==> config.mk <==
export PLATFORM = sky130hd
export DESIGN_NAME = ram_addr_reg_transfer_exec
export DESIGN_NICKNAME = d
export VERILOG_FILES = /design/src/pkg/xfer_pkg.sv /design/src/logic/ram_addr_reg_transfer_exec.sv
export SDC_FILE = /design/constraint.sdc
export NUM_CORES = 1
export LEC_CHECK = 0
export CAP_MARGIN = 15
export CORE_MARGIN = 4
export CORE_UTILIZATION = 62
export CTS_CLUSTER_DIAMETER = 60
export DETAILED_ROUTE_END_ITERATION = 10
export DONT_BUFFER_PORTS = 1
export PLACE_DENSITY = 0.88
export SLEW_MARGIN = 10
export SYNTH_ARGS = -nofsm -noshare
export SYNTH_HDL_FRONTEND = slang
export SYNTH_SLANG_ARGS = --single-unit
==> constraint.sdc <==
create_clock -name sys_clk_in -period 2.71 [get_ports sys_clk_in]
set_input_delay 0.6775 -clock sys_clk_in [delete_from_list [all_inputs] [get_ports sys_clk_in]]
set_output_delay 0.6775 -clock sys_clk_in [all_outputs]
set_load 0.03 [all_outputs]
==> src/pkg/xfer_pkg.sv <==
// Purpose: constants and operation codes for the register-transfer executor
// Assumes: one instruction per clock, decoded upstream into an op code
// Notes: op codes are a local encoding, not instruction bit patterns
package xfer_pkg;
  localparam int NIBBLE_W = 4;
  localparam int EXT_W = 8;
  localparam int PAGE_W = 3;
  localparam int BANK_W = 2;
  localparam int SP_W = 3;
  localparam int OP_W = 4;
  localparam logic [3:0] WORD_WRAP_UP = 4'h0;
  localparam logic [3:0] WORD_WRAP_DOWN = 4'hF;
  localparam logic [3:0] RST_NIBBLE = 4'h0;
  localparam logic [7:0] RST_EXT = 8'h00;
  localparam logic [2:0] RST_PAGE = 3'h0;
  localparam logic [1:0] RST_BANK = 2'h0;

  typedef enum logic [3:0] {
    OP_NOP = 4'h0,
    OP_EXT_SPLIT = 4'h1,
    OP_ACC_TO_PAGE = 4'h2,
    OP_PAGE_TO_ACC = 4'h3,
    OP_BANK_TO_ACC = 4'h4,
    OP_FILE_TO_ACC = 4'h5,
    OP_SP_TO_ACC = 4'h6,
    OP_LOAD_PTR = 4'h7,
    OP_LOAD_BANK = 4'h8,
    OP_INC_WORD = 4'h9,
    OP_DEC_WORD = 4'hA,
    OP_MEM_TO_ACC = 4'hB,
    OP_SWAP = 4'hC,
    OP_SWAP_DEC = 4'hD,
    OP_SWAP_INC = 4'hE,
    OP_ACC_TO_MEM = 4'hF
  } op_t;
endpackage

==> src/logic/ram_addr_reg_transfer_exec.sv <==
// Purpose: execute register-transfer and ram-pointer instructions of a 4-bit cpu
// Assumes: ram is external, combinational read, written on the clock edge
// Notes: one instruction taken per clock when instr_valid_in is high
`timescale 1ns/10ps

// Contract
// - extension high to aux, low to accumulator
// - accumulator low three bits load page
// - page into accumulator low three bits
// - bank select into accumulator low two bits
// - file select copied into accumulator
// - stack pointer into accumulator low three bits
// - load pointer sets file and word select
// - consecutive load pointers after first are skipped
// - load bank sets bank select from immediate
// - increment word, skip next on wrap zero
// - decrement word, skip next on fifteen
// - memory to accumulator, then file xor immediate
// - swap memory and accumulator, then file xor
// - swap, xor, decrement word, skip on fifteen
// - swap, xor, increment word, skip on zero
// - accumulator to memory, then file xor
module ram_addr_reg_transfer_exec
  import xfer_pkg::*;
(
  input wire logic sys_clk_in,
  input wire logic rst_in,
  input wire logic instr_valid_in,
  input wire logic [OP_W-1:0] op_in,
  input wire logic [NIBBLE_W-1:0] imm_hi_in,
  input wire logic [NIBBLE_W-1:0] imm_lo_in,
  input wire logic [EXT_W-1:0] ext_in,
  input wire logic [SP_W-1:0] stack_pointer_in,
  input wire logic [NIBBLE_W-1:0] ram_rdata_in,
  output logic [NIBBLE_W-1:0] acc_out,
  output logic [NIBBLE_W-1:0] aux_out,
  output logic [PAGE_W-1:0] page_out,
  output logic [BANK_W-1:0] bank_select_out,
  output logic [NIBBLE_W-1:0] file_select_out,
  output logic [NIBBLE_W-1:0] word_select_out,
  output logic ram_we_out,
  output logic [NIBBLE_W-1:0] ram_wdata_out,
  output logic skip_out
);

  // ----------------------------------------------------------------
  // state registers
  // ----------------------------------------------------------------
  logic [NIBBLE_W-1:0] acc;
  logic [NIBBLE_W-1:0] aux;
  logic [PAGE_W-1:0] page;
  logic [BANK_W-1:0] bank;
  logic [NIBBLE_W-1:0] file_sel;
  logic [NIBBLE_W-1:0] word_sel;
  logic skip;
  logic last_was_ptr;

  // ----------------------------------------------------------------
  // helper functions
  // ----------------------------------------------------------------
  // one step of the word pointer; wraps both ways
  function automatic logic [NIBBLE_W-1:0] word_step(
    input logic [NIBBLE_W-1:0] value,
    input logic up
  );
    logic [NIBBLE_W-1:0] result;
    if (up) begin
      result = value + 4'h1;
    end else begin
      result = value - 4'h1;
    end
    return result;
  endfunction

  // skip condition on the stepped pointer
  function automatic logic word_skip(
    input logic [NIBBLE_W-1:0] value,
    input logic up
  );
    logic hit;
    if (up) begin
      hit = value == WORD_WRAP_UP;
    end else begin
      hit = value == WORD_WRAP_DOWN;
    end
    return hit;
  endfunction

  // narrow field into the low accumulator bits, top bits kept
  function automatic logic [NIBBLE_W-1:0] merge_page(
    input logic [NIBBLE_W-1:0] old_acc,
    input logic [PAGE_W-1:0] field
  );
    return {old_acc[NIBBLE_W-1:PAGE_W], field};
  endfunction

  function automatic logic [NIBBLE_W-1:0] merge_bank(
    input logic [NIBBLE_W-1:0] old_acc,
    input logic [BANK_W-1:0] field
  );
    return {old_acc[NIBBLE_W-1:BANK_W], field};
  endfunction

  // ops that exchange accumulator and pointed ram word
  function automatic logic swap_op(input op_t code);
    return code == OP_SWAP || code == OP_SWAP_DEC || code == OP_SWAP_INC;
  endfunction

  // ops that touch the pointed ram word, all followed by the file xor
  function automatic logic mem_op(input op_t code);
    return swap_op(code) || code == OP_MEM_TO_ACC || code == OP_ACC_TO_MEM;
  endfunction

  // ops that write the pointed ram word
  function automatic logic store_op(input op_t code);
    return swap_op(code) || code == OP_ACC_TO_MEM;
  endfunction

  // ----------------------------------------------------------------
  // decode
  // ----------------------------------------------------------------
  op_t op;
  assign op = op_t'(op_in);

  // a skipped slot is fetched but has no effect except on pointer chaining; no ram write in reset
  wire live = instr_valid_in && !skip && !rst_in;
  wire ptr_chain = op == OP_LOAD_PTR && last_was_ptr;
  wire exec = live && !ptr_chain;
  wire is_swap = swap_op(op);
  wire is_mem = mem_op(op);
  wire is_store = store_op(op);
  wire do_inc = op == OP_INC_WORD || op == OP_SWAP_INC;
  wire do_dec = op == OP_DEC_WORD || op == OP_SWAP_DEC;
  wire do_step = do_inc || do_dec;
  wire [NIBBLE_W-1:0] word_next_step = word_step(word_sel, do_inc);
  wire step_skip = word_skip(word_next_step, do_inc);

  // one strobe per instruction or instruction group, all qualified by exec
  wire run_ext_split = exec && op == OP_EXT_SPLIT;
  wire run_acc_to_page = exec && op == OP_ACC_TO_PAGE;
  wire run_page_to_acc = exec && op == OP_PAGE_TO_ACC;
  wire run_bank_to_acc = exec && op == OP_BANK_TO_ACC;
  wire run_file_to_acc = exec && op == OP_FILE_TO_ACC;
  wire run_sp_to_acc = exec && op == OP_SP_TO_ACC;
  wire run_load_ptr = exec && op == OP_LOAD_PTR;
  wire run_load_bank = exec && op == OP_LOAD_BANK;
  wire run_mem_load = exec && op == OP_MEM_TO_ACC;
  wire run_swap = exec && is_swap;
  wire run_mem = exec && is_mem;
  wire run_step = exec && do_step;

  // ----------------------------------------------------------------
  // accumulator
  // ----------------------------------------------------------------
  logic [NIBBLE_W-1:0] next_acc;
  always_comb begin
    next_acc = acc;
    if (run_ext_split) begin
      next_acc = ext_in[NIBBLE_W-1:0];
    end else if (run_page_to_acc) begin
      next_acc = merge_page(acc, page);
    end else if (run_bank_to_acc) begin
      next_acc = merge_bank(acc, bank);
    end else if (run_file_to_acc) begin
      next_acc = file_sel;
    end else if (run_sp_to_acc) begin
      next_acc = merge_page(acc, stack_pointer_in);
    end else if (run_mem_load) begin
      next_acc = ram_rdata_in;
    end else if (run_swap) begin
      next_acc = ram_rdata_in;
    end
  end

  // ----------------------------------------------------------------
  // auxiliary register
  // ----------------------------------------------------------------
  logic [NIBBLE_W-1:0] next_aux;
  always_comb begin
    next_aux = aux;
    if (run_ext_split) begin
      next_aux = ext_in[EXT_W-1:NIBBLE_W];
    end
  end

  // ----------------------------------------------------------------
  // page register
  // ----------------------------------------------------------------
  logic [PAGE_W-1:0] next_page;
  always_comb begin
    next_page = page;
    if (run_acc_to_page) begin
      next_page = acc[PAGE_W-1:0];
    end
  end

  // ----------------------------------------------------------------
  // bank select
  // ----------------------------------------------------------------
  logic [BANK_W-1:0] next_bank;
  always_comb begin
    next_bank = bank;
    if (run_load_bank) begin
      next_bank = imm_lo_in[BANK_W-1:0];
    end
  end

  // ----------------------------------------------------------------
  // file select
  // ----------------------------------------------------------------
  logic [NIBBLE_W-1:0] next_file;
  always_comb begin
    next_file = file_sel;
    if (run_load_ptr) begin
      next_file = imm_hi_in;
    end else if (run_mem) begin
      // xor after the access; the ram address still uses the old file
      next_file = file_sel ^ imm_lo_in;
    end
  end

  // ----------------------------------------------------------------
  // word select
  // ----------------------------------------------------------------
  logic [NIBBLE_W-1:0] next_word;
  always_comb begin
    next_word = word_sel;
    if (run_load_ptr) begin
      next_word = imm_lo_in;
    end else if (run_step) begin
      next_word = word_next_step;
    end
  end

  // ----------------------------------------------------------------
  // skip flag
  // ----------------------------------------------------------------
  logic next_skip;
  always_comb begin
    next_skip = run_step && step_skip;
  end

  // ----------------------------------------------------------------
  // state
  // ----------------------------------------------------------------
  always_ff @(posedge sys_clk_in) begin
    if (rst_in) begin
      acc <= RST_NIBBLE;
      aux <= RST_NIBBLE;
    end else begin
      acc <= next_acc;
      aux <= next_aux;
    end
  end

  always_ff @(posedge sys_clk_in) begin
    if (rst_in) begin
      page <= RST_PAGE;
    end else begin
      page <= next_page;
    end
  end

  always_ff @(posedge sys_clk_in) begin
    if (rst_in) begin
      bank <= RST_BANK;
    end else begin
      bank <= next_bank;
    end
  end

  always_ff @(posedge sys_clk_in) begin
    if (rst_in) begin
      file_sel <= RST_NIBBLE;
    end else begin
      file_sel <= next_file;
    end
  end

  always_ff @(posedge sys_clk_in) begin
    if (rst_in) begin
      word_sel <= RST_NIBBLE;
    end else begin
      word_sel <= next_word;
    end
  end

  // a consumed slot clears the skip; a skipped pointer load still chains
  always_ff @(posedge sys_clk_in) begin
    if (rst_in) begin
      skip <= 1'b0;
      last_was_ptr <= 1'b0;
    end else if (instr_valid_in) begin
      skip <= next_skip;
      last_was_ptr <= op == OP_LOAD_PTR;
    end
  end

  // ----------------------------------------------------------------
  // outputs
  // ----------------------------------------------------------------
  assign acc_out = acc;
  assign aux_out = aux;
  assign page_out = page;
  assign bank_select_out = bank;
  assign file_select_out = file_sel;
  assign word_select_out = word_sel;
  assign skip_out = skip;
  // swap and store write the old accumulator to the pointed word
  assign ram_we_out = exec && is_store;
  assign ram_wdata_out = acc;
endmodule

# Word level (Yosys, flattened, before mapping)

Cells that the tools add are included.

Equality and inequality tests: 20
Add/subtract/negate cells: 2
Bitwise operators: 1
Reduce and logical (&&, ||, !) cells: 37
Mux-type cells: 13

Operators with widths:

| operator                                             | count |
|---|---|
| two-way mux 4 bit                                    | 12 |
| equality test 4 bit (second input constant)          | 9 |
| logical AND 1 bit                                    | 18 |
| equality test 4 x 3 -> 1 bit (second input constant) | 4 |
| equality test 4 x 2 -> 1 bit (second input constant) | 2 |
| logical OR 1 bit                                     | 8 |
| nonzero test 7 bit                                   | 1 |
| != test 3 bit (second input constant)                | 2 |
| nonzero test 6 bit                                   | 1 |
| adder 4 x 1 -> 4 bit (second input constant)         | 1 |
| equality test 4 x 1 -> 1 bit (second input constant) | 1 |
| zero test 4 bit                                      | 1 |
| != test 2 bit (second input constant)                | 2 |
| AND reduction 4 bit                                  | 1 |
| nonzero test 2 bit                                   | 2 |
| nonzero test 4 bit                                   | 1 |
| subtractor 4 x 1 -> 4 bit (second input constant)    | 1 |
| XOR 4 bit                                            | 1 |
| zero test 1 bit                                      | 3 |
| AND reduction 2 bit                                  | 1 |
| two-way mux 1 bit                                    | 1 |

Word-level logic and storage cells: 83
Register bits: 23
Output and inout bits: 27
Bits of input ports: 30

# Longest topological paths before layout

Gate-level depths: netlist of run 1.

Depth after elaboration: 12
Mapped depth: 10
Depth with buffers taken out: 9

# Least setup slack after synthesis of run 1

No wires, ideal clock.

Path type: input to output
Start: in rst_in
End: out ram_we_out
Slack: 0.170 ns
Path buffers: 1
Arrival: 1.863 ns
Required time: 2.033 ns
Cell stages on the path: 3
Path through: buf_6 > or3b_4 > nor3_1

Word-level cells in the longest chain between the ends: 4

Ends and longest elaborated chain:

| element           | line                              | source |
|---|---|---|
| start, declared   | ram_addr_reg_transfer_exec.sv:27  | `input wire logic rst_in,` |
| zero test 1 bit   | ram_addr_reg_transfer_exec.sv:126 | `wire live = instr_valid_in && !skip && !rst_in;` |
| logical AND 1 bit | ram_addr_reg_transfer_exec.sv:126 |  |
| logical AND 1 bit | ram_addr_reg_transfer_exec.sv:128 | `wire exec = live && !ptr_chain;` |
| logical AND 1 bit | ram_addr_reg_transfer_exec.sv:310 | `assign ram_we_out = exec && is_store;` |
| end, declared     | ram_addr_reg_transfer_exec.sv:41  | `output logic ram_we_out,` |

Every way passes these cells.

# Worst setup path after layout of run 1

Start: reg skip (netlist: skip_out)
End: out ram_we_out

Word-level cells in the longest chain between the ends: 5

Ends and longest elaborated chain:

| element                         | line                              | source |
|---|---|---|
| start, declared                 | ram_addr_reg_transfer_exec.sv:55  | `logic skip;` |
| start signal, assigned          | ram_addr_reg_transfer_exec.sv:294 | `skip <= next_skip;` |
| zero test 1 bit                 | ram_addr_reg_transfer_exec.sv:126 |  |
| logical AND 1 bit (2 in series) | ram_addr_reg_transfer_exec.sv:126 |  |
| logical AND 1 bit               | ram_addr_reg_transfer_exec.sv:128 |  |
| logical AND 1 bit               | ram_addr_reg_transfer_exec.sv:310 |  |

Every way passes these cells.

==> flow_summary.ini, run 1 <==
[layout]
antenna_cells = 0
final_nets = 224
stdcell_area_mm2 = 0.00156
fin_cells = 218
area_growth_pct = -0.480
post-route-util = 0.677
layout-drive-gt1-share = 0.0737

[timing]
hold_ws_ns = 0.393
fmax_ghz = 0.426
setup_slack_ns = 0.362
rsz0062_at_grt = no
tns_ns = 0
tightest_slew_ns = 0.669
finalHoldViolCount = 0
fin_crit_sh = 0.866
skew_ns = 0.00267
finalSetupViolations = 0
relSlewSlack = 0.553
finalMaxSlewViolations = 0
min_period_ns = 2.35

[placed_design]
place_congestion = 0.863
dp_slack_ns = 0.367
place_area_mm2 = 0.00153
post-place-cells = 214
port_buffers = 0
hpwl_um = 3050

[logic_synthesis]
syn_area_mm2 = 0.00156
ys_types = 46
syn_inst = 199
synth_fp_nets = 232
synth-edff-count = 0
yosys-top-cells-area = dfxtp_1 29%, mux2i_1 9.0%, nor2_1 6.7%
ys_warn_count = 0
synth-seq-cells = 23
synthArstFlopShare = 0
yosys.area.top_type_share = 0.295
yosysMostFrequentCell = nor2_1
synthTopCellsByCount = 28 x nor2_1, 23 x dfxtp_1, 15 x nand2_1
yosys.area.top_type = dfxtp_1
synth_area_per_cell_um2 = 7.85
ys.flop_type = dfxtp_1
seq_area_frac_synth = 0.295

[route]
vias = 1466
vias_per_cell = 6.72
drtPass1Iterations = 4
drt_iter0_markers = 81
final_antenna_net_count = 0
drc = 0
wl_per_cell_um = 18.5
drt-total-wl_um = 4030

[clock_network]
post_cts_buffers = 0
htreeDepth = 1
ctsResizeCount = 0
cts_buffers = 3
ctsHoldBuffers = 0
clk_pin_slew_ns = 0.13
clock-root-buffer = clkbuf_4
clockBufferDepth = 2
clock_latency_ns = 0.33
clock_sinks = 23
cts_tree = done

[critical_path]
cp.required_ns = 2.03
crit_slowest_cell = or3b_4
crit_arrival_ns = 1.67
cp_max_fo = 5
reg2reg_depth = 6
critPathKind = register to output pin
path_cells = or3b_4, nor3_1, buf_4
critPathCaptureType = output pin
setup.worst_path.start_class = register
slowest_delay_ns = 0.49

[grt]
grt_max_degree = 21
grt_antenna_before_repair = 0
grt_pass1_wl_um = 6460
met3_usage = 0.0624
grt_util_all_layers = 0.243
use_met2 = 0.426
grt_pass1_vias = 1428
grt_util_met1 = 0.272
busiest_layer = met2
overflow = 0

[flow_run]
cap_violations = 0

[min_path]
min_path_type = primary input to register
min_path_cells = 1

[die]
fp.coreArea_mm2 = 0.00230
ioPinCount = 57
dieArea_mm2 = 0.00339
fp.dieH_um = 58.2
core.rowCount = 17
die_w_um = 58.2
start_util = 0.680

[pwr]
p_total_mw = 0.675
total_leakage_power_nw = 0.623
ir_worst_vdd_v = 0.000374
powerDensity_mw_per_mm2 = 434

[run_status]
outcome = complete, no violations
-- where the power goes --
| group | switching (mW) | internal [mW] |
|---|---|---|
| sequential | 0.0509 | 0.350 |
| clock | 0.116 | 0.0556 |
| combinational | 0.0541 | 0.0483 |
-- worst max-delay path, delay by kind of cell (launching register included) --
family                 cells  cell delay (ns)
and+or+nand+nor            2             0.67
buffers and inverters      1             0.20
DFF                        1             0.47
-- sequential cells by signal, summed over array words and instances (netlist names) --
signal	flops
acc_out	4
aux_out	4
bank_select_out	2
file_select_out	4
last_was_ptr	1
page_out	3
skip_out	1
word_select_out	4
-- path summary, 6_finish.rpt --
check	start	endpoint	slack, ns
worst max-delay path	skip_out	ram_we_out	0.36
worst min-delay path	rst_in	acc_out[3]	0.39
worst max register to register	skip_out	word_select_out[1]	0.77
worst min register to register	last_was_ptr	last_was_ptr	0.59
-- routing by layer --
metal | share of wire | wire (um)
met5 | 0 | 0
met4 | 0.022 | 88
met3 | 0.091 | 368
met2 | 0.50 | 2000
met1 | 0.39 | 1570
-- layout by cell type, fill, tap and decap left out, types with 2 or more instances in the layout --
master    count
nand4_1       5
nand2b_1      2
or3_1         3
mux2i_1      14
a311oi_1      2
ha_1          3
buf_4         4
nand3_1       7
o211ai_1      5
o21ai_0       9
nor3_1        4
and3_1        3
o21ai_1       4
nor2_1       28
a221oi_1      4
inv_1         5
xor2_1        2
a31oi_1       2
a21oi_1      12
o221ai_1      2
and3b_1       2
nor3b_1       5
nand2_1      15
o22ai_1       2
dfxtp_1      23
o211a_1       2
clkbuf_4      3
-- final cells by class --
cell class	count	area (um^2)
clock buffer	3	22.5
timing repair buffer	4	30.0
multi-input combinational	153	980
inverter	6	22.5
fill	194	742
tap	28	35.0
clock inverter	1	5.00
sequential	23	460
-- kinds of logic after synthesis --
logic type	after synthesis	synth area share
simple gates	83	0.283
compound gates	50	0.214
buf+inv	23	0.0785
flops	23	0.295
mux	14	0.0897
xor+xnor	3	0.0168
fa+ha+maj	3	0.0240
Power figures use the tool's default switching activity.
==> run 2, diff against run 1 <==
CTS_BUF_LIST = sky130_fd_sc_hd__clkbuf_16   (was unset)
==> run 2 against run 1 <==
Via count is 2.1% higher. Setup slack improved by 0.089 ns. Worst hold slack better by 0.094 ns. Highest routed layer unchanged. Critical endpoint unchanged. Clock skew decreased by 0.0015 ns. Non-clock buffer count unchanged. Cell count unchanged. Flip-flop and latch count stayed put. Combinational power hardly changed.
==> flow_summary.ini, run 2 (same netlist as run 1, synthesis figures left out) <==
[run_status]
outcome = complete, no violations

[timing]
rsz0062_at_grt = no
finalMaxSlewViolations = 0
hold_ws_ns = 0.488
finalHoldViolCount = 0
fmax_ghz = 0.443
skew_ns = 0.00114
tns_ns = 0
relSlewSlack = 0.552
finalSetupViolations = 0
tightest_slew_ns = 0.671
min_period_ns = 2.26
fin_crit_sh = 0.833

[placed_design]
place_congestion = 0.863
port_buffers = 0
hpwl_um = 3050

[critical_path]
worst-path-buf-inv = 1
crit_arrival_ns = 1.58
path_cells = or3b_4, nor3_1, buf_4
critPathCaptureType = output pin
crit_family = simple AND/OR/NAND/NOR gates
setup.worst_path.start_class = register
crit_slowest_cell = or3b_4
slowest_delay_ns = 0.49
cp.required_ns = 2.03
critPathKind = register to output pin
cp_max_fo = 5

[clock_network]
ctsHoldBuffers = 0
htreeDepth = 1
ctsResizeCount = 0
post_cts_buffers = 0
cts_tree = done
clockBufferDepth = 2
clock_latency_ns = 0.25
cts_buffers = 3
clock-root-buffer = clkbuf_16
clock_sinks = 23
clk_pin_slew_ns = 0.06

[layout]
layout_common_cells = 28 x nor2_1, 23 x dfxtp_1, 15 x nand2_1
final_common_cell = nor2_1
nFillCells = 177
area_growth_pct = 2.88
antenna_cells = 0
final_nets = 224
layout-drive-gt1-share = 0.0737

[grt]
grt_antenna_before_repair = 0
overflow = 0
grt_util_all_layers = 0.239
grt_pass1_wl_um = 6550
grt_max_degree = 21
grt_pass1_vias = 1429

[die]
ioPinCount = 57
start_util = 0.680
fp.coreArea_mm2 = 0.00230
core.rowCount = 17
fp.dieH_um = 58.2
dieArea_mm2 = 0.00339
die_w_um = 58.2

[route]
wl_per_cell_um = 18.8
drt-total-wl_um = 4090
drc = 0
vias = 1497
vias_per_cell = 6.87
drtPass1Iterations = 4
drt_iter0_markers = 116
final_antenna_net_count = 0

[pwr]
total_leakage_power_nw = 0.646
ir_worst_vdd_v = 0.000392
powerDensity_mw_per_mm2 = 514

[flow_run]
cap_violations = 0

[min_path]
min_path_type = primary input to register
## run 2: cell counts in the layout (fill, tap and decap cells not counted)
No cell type changed its count.
## run 2: worst paths after layout
check                                    end  cells past startpoint  slack, ns          startpoint
worst max-delay path              ram_we_out                      3       0.45            skip_out
worst min-delay path              acc_out[3]                      1       0.49              rst_in
worst max register to register      skip_out                      7       0.71  word_select_out[1]
worst min register to register  last_was_ptr                      2       0.59        last_was_ptr
## run 2: stage by stage
step	util	total power [mW]	std cells	instance area, um^2	setup slack, ns
3_3_place_gp	0.665	0.502	214	1530	0.509
5_1_grt	0.700	0.855	218	1610	0.379
4_1_cts	0.700	0.822	218	1610	0.482
3_5_place_dp	0.665	0.509	214	1530	0.367
2_1_floorplan	-	0.508	199	1560	0.170
6_report	0.700	0.826	218	1610	0.452
## run 2: layout make-up
type / count / area (um^2) / area share
inverter: 6 / 22.5 / 0.0140
sequential: 23 / 460 / 0.286
timing repair buffer: 4 / 30.0 / 0.0187
tap: 28 / 35.0 / 0.0218
clock inverter: 1 / 5.00 / 0.00311
clock buffer: 3 / 75.1 / 0.0467
multi-input combinational: 153 / 980 / 0.609
## run 2: metal layers
layer,GRT usage,up-vias,part of all wire
li1,-,703,-
met1,0.273,714,0.40
met2,0.435,74,0.51
met3,0.0557,6,0.081
met4,0.0728,0,0.014
met5,0,-,0
## run 2: power by group
part,internal [mW],switching (mW)
registers,0.350,0.0510
clock network,0.198,0.122
logic,0.0484,0.0551
==> run 3, diff against run 2 <==
ABC_AREA = 1   (was unset)
CORE_UTILIZATION = 56   (was 62)
PLACE_DENSITY = 0.84   (was 0.88)
clock period = 1.9 ns   (was 2.71 ns; I/O delays follow)
==> run 3 against run 2 <==
Global-route usage down 2.9 points. Critical path type unchanged. Flip-flop and latch count unchanged. Highest routed layer unchanged. Critical endpoint unchanged. Clock power up 44%. Sequential power up 40%.
==> flow_summary.ini, run 3 <==
[critical_path]
rr_endpoint = acc_out[0]
worstReg2RegStart = skip_out
crit_slowest_cell = dfxtp_1
worst-path-buf-inv = 2
critPathKind = register to output pin
reg2reg_depth = 8
setup.worst_path.start_class = register
crit_family = simple AND/OR/NAND/NOR gates
critPathCaptureType = output pin
slowest_delay_ns = 0.33
crit_arrival_ns = 1.32
worst-path-stages = 5
cp_max_fo = 9
path_cells = nor3_4, nand2_4, inv_4, nand2_2, inv_1
cp.required_ns = 1.42
ff2ff_setup_slack_ns = 0.22

[die]
start_util = 0.584
fp.dieH_um = 61.4
dieArea_mm2 = 0.00377
ioPinCount = 57
fp.coreArea_mm2 = 0.00273
core.rowCount = 19
die_w_um = 61.4

[grt]
grt_pass1_wl_um = 5990
grt_pass1_vias = 1377
overflow = 0
grt_max_degree = 14
grt_antenna_before_repair = 0
grt_util_all_layers = 0.209

[pwr]
total_leakage_power_nw = 0.852
p_total_mw = 1.22
clockPowerShare = 0.379
ir_worst_vdd_v = 0.000581
p_sw_frac = 0.294
seq_power_share = 0.459
powerDensity_mw_per_mm2 = 687
internal_power_mw = 0.862
switching_power_mw = 0.358
pwr-share-comb = 0.162

[placed_design]
port_buffers = 0
hpwl_um = 3060
place_area_mm2 = 0.00170
place_congestion = 0.863

[timing]
relSlewSlack = 0.569
rsz0062_at_grt = no
min_period_ns = 1.79
finalSetupViolations = 0
tightest_slew_ns = 0.646
finalMaxSlewViolations = 0
fin_crit_sh = 0.942
fmax_ghz = 0.559
finalHoldViolCount = 0
skew_ns = 0.00400

[route]
vias_per_cell = 5.46
final_antenna_net_count = 0
drt_iter0_markers = 78
wl_per_cell_um = 13.4
drt-total-wl_um = 3850
drc = 0
vias = 1568
drtPass1Iterations = 5

[clock_network]
ctsResizeCount = 0
clk_pin_slew_ns = 0.06
cts_buffers = 3
clock_sinks = 23
ctsHoldBuffers = 0
htreeDepth = 1
clock_latency_ns = 0.26
clockBufferDepth = 2
cts_tree = done
post_cts_buffers = 0
clock-root-buffer = clkbuf_16

[logic_synthesis]
syn_inst = 245
ys.flop_type = dfxtp_1
synth_top_family_by_area = simple AND/OR/NAND/NOR gates
synth_fp_nets = 278
yosys.area.top_type = dfxtp_1
ys_types = 30
ys_warn_count = 0
yosys.area.top_type_share = 0.288
yosys.area_share.simple = 0.363
syn_area_mm2 = 0.00160
synthMuxAreaShare = 0
synth_compound_area_frac = 0.179
synthAdderAreaFrac = 0.0235
synth-edff-count = 0
synthArstFlopShare = 0
yosys-top-cells-area = dfxtp_1 29%, nand2_1 14%, inv_1 8.5%
synth_area_per_cell_um2 = 6.52
yosysMostFrequentCell = nand2_1
seq_area_frac_synth = 0.288
synthTopCellsByCount = 61 x nand2_1, 36 x inv_1, 23 x dfxtp_1
synth_xor_area_frac = 0.0274
synth-seq-cells = 23

[run_status]
outcome = complete, no violations

[min_path]
min_to = word_select_out[1]
worstHoldStart = rst_in
min_path_cells = 1
min_path_type = primary input to register

[layout]
final_common_cell = nand2_1
antenna_cells = 0
stdcell_area_mm2 = 0.00178
layout_common_cells = 61 x nand2_1, 36 x inv_1, 23 x dfxtp_1
post-route-util = 0.649
layout-drive-gt1-share = 0.184
final_nets = 290
area_growth_pct = 11.2

[flow_run]
cap_violations = 0
-- run 3: how the worst max path moves through the flow --
stage	from	to	slack (ns)
2_1_floorplan	op_in[3]	skip_out	0.03
3_3_place_gp	op_in[2]	skip_out	0.06
3_5_place_dp	op_in[3]	skip_out	-0.005
4_1_cts	skip_out	ram_we_out	0.11
5_1_grt	op_in[1]	skip_out	0.02
6_report	skip_out	ram_we_out	0.11
-- run 3: layout make-up --
| class | count | area (um^2) |
|---|---|---|
| Fill cell | 252 | 958 |
| Clock inverter | 1 | 5.00 |
| Timing Repair Buffer | 13 | 97.6 |
| Sequential cell | 23 | 460 |
| Clock buffer | 3 | 75.1 |
| Inverter | 40 | 153 |
| Multi-Input combinational cell | 176 | 946 |
| Tap cell | 31 | 38.8 |
-- run 3: logic make-up (layout without fill, tap and decap cells) --
family          count (synthesis)  in the layout
buf+inv                        46             57
xor+xnor                        5              5
flops                          23             23
simple gates                  117            117
compound gates                 51             51
fa+ha+maj                       3              3
-- run 3: metrics by stage --
| step | hold WS (ns) | cells | worst slack [ns] | setup TNS (ns) |
|---|---|---|---|---|
| after detailed placement | 0.549 | 283 | -0.00519 | -0.00519 |
| final | 0.278 | 287 | 0.110 | 0 |
| after global placement | 0.538 | 283 | 0.0640 | 0 |
| after global routing | 0.276 | 287 | 0.0190 | 0 |
| after CTS | 0.277 | 287 | 0.107 | 0 |
| after floorplan | 0.521 | 245 | 0.0278 | 0 |
-- run 3: layer usage --
| metal | GRT usage | wire [um] |
|---|---|---|
| met4 | 0.0515 | 24 |
| met3 | 0.0524 | 388 |
| met5 | 0 | 0 |
| met1 | 0.268 | 1610 |
| met2 | 0.353 | 1820 |
-- run 3: worst register-to-register path: cells and delay by family, from the launching register on --
kind / cells / cell delay, ns
flops: 1 / 0.33
buf+inv: 1 / 0.18
compound gates: 3 / 0.38
simple gates: 4 / 0.68
-- run 3: power groups by stage --
stage          Sequential, mW  Combinational (mW)  Clock, mW
3_5_place_dp            0.571               0.195          0
6_report                0.560               0.198      0.462
4_1_cts                 0.560               0.197      0.468
3_3_place_gp            0.570               0.192          0
2_1_floorplan           0.560               0.170          0
5_1_grt                 0.563               0.222      0.493
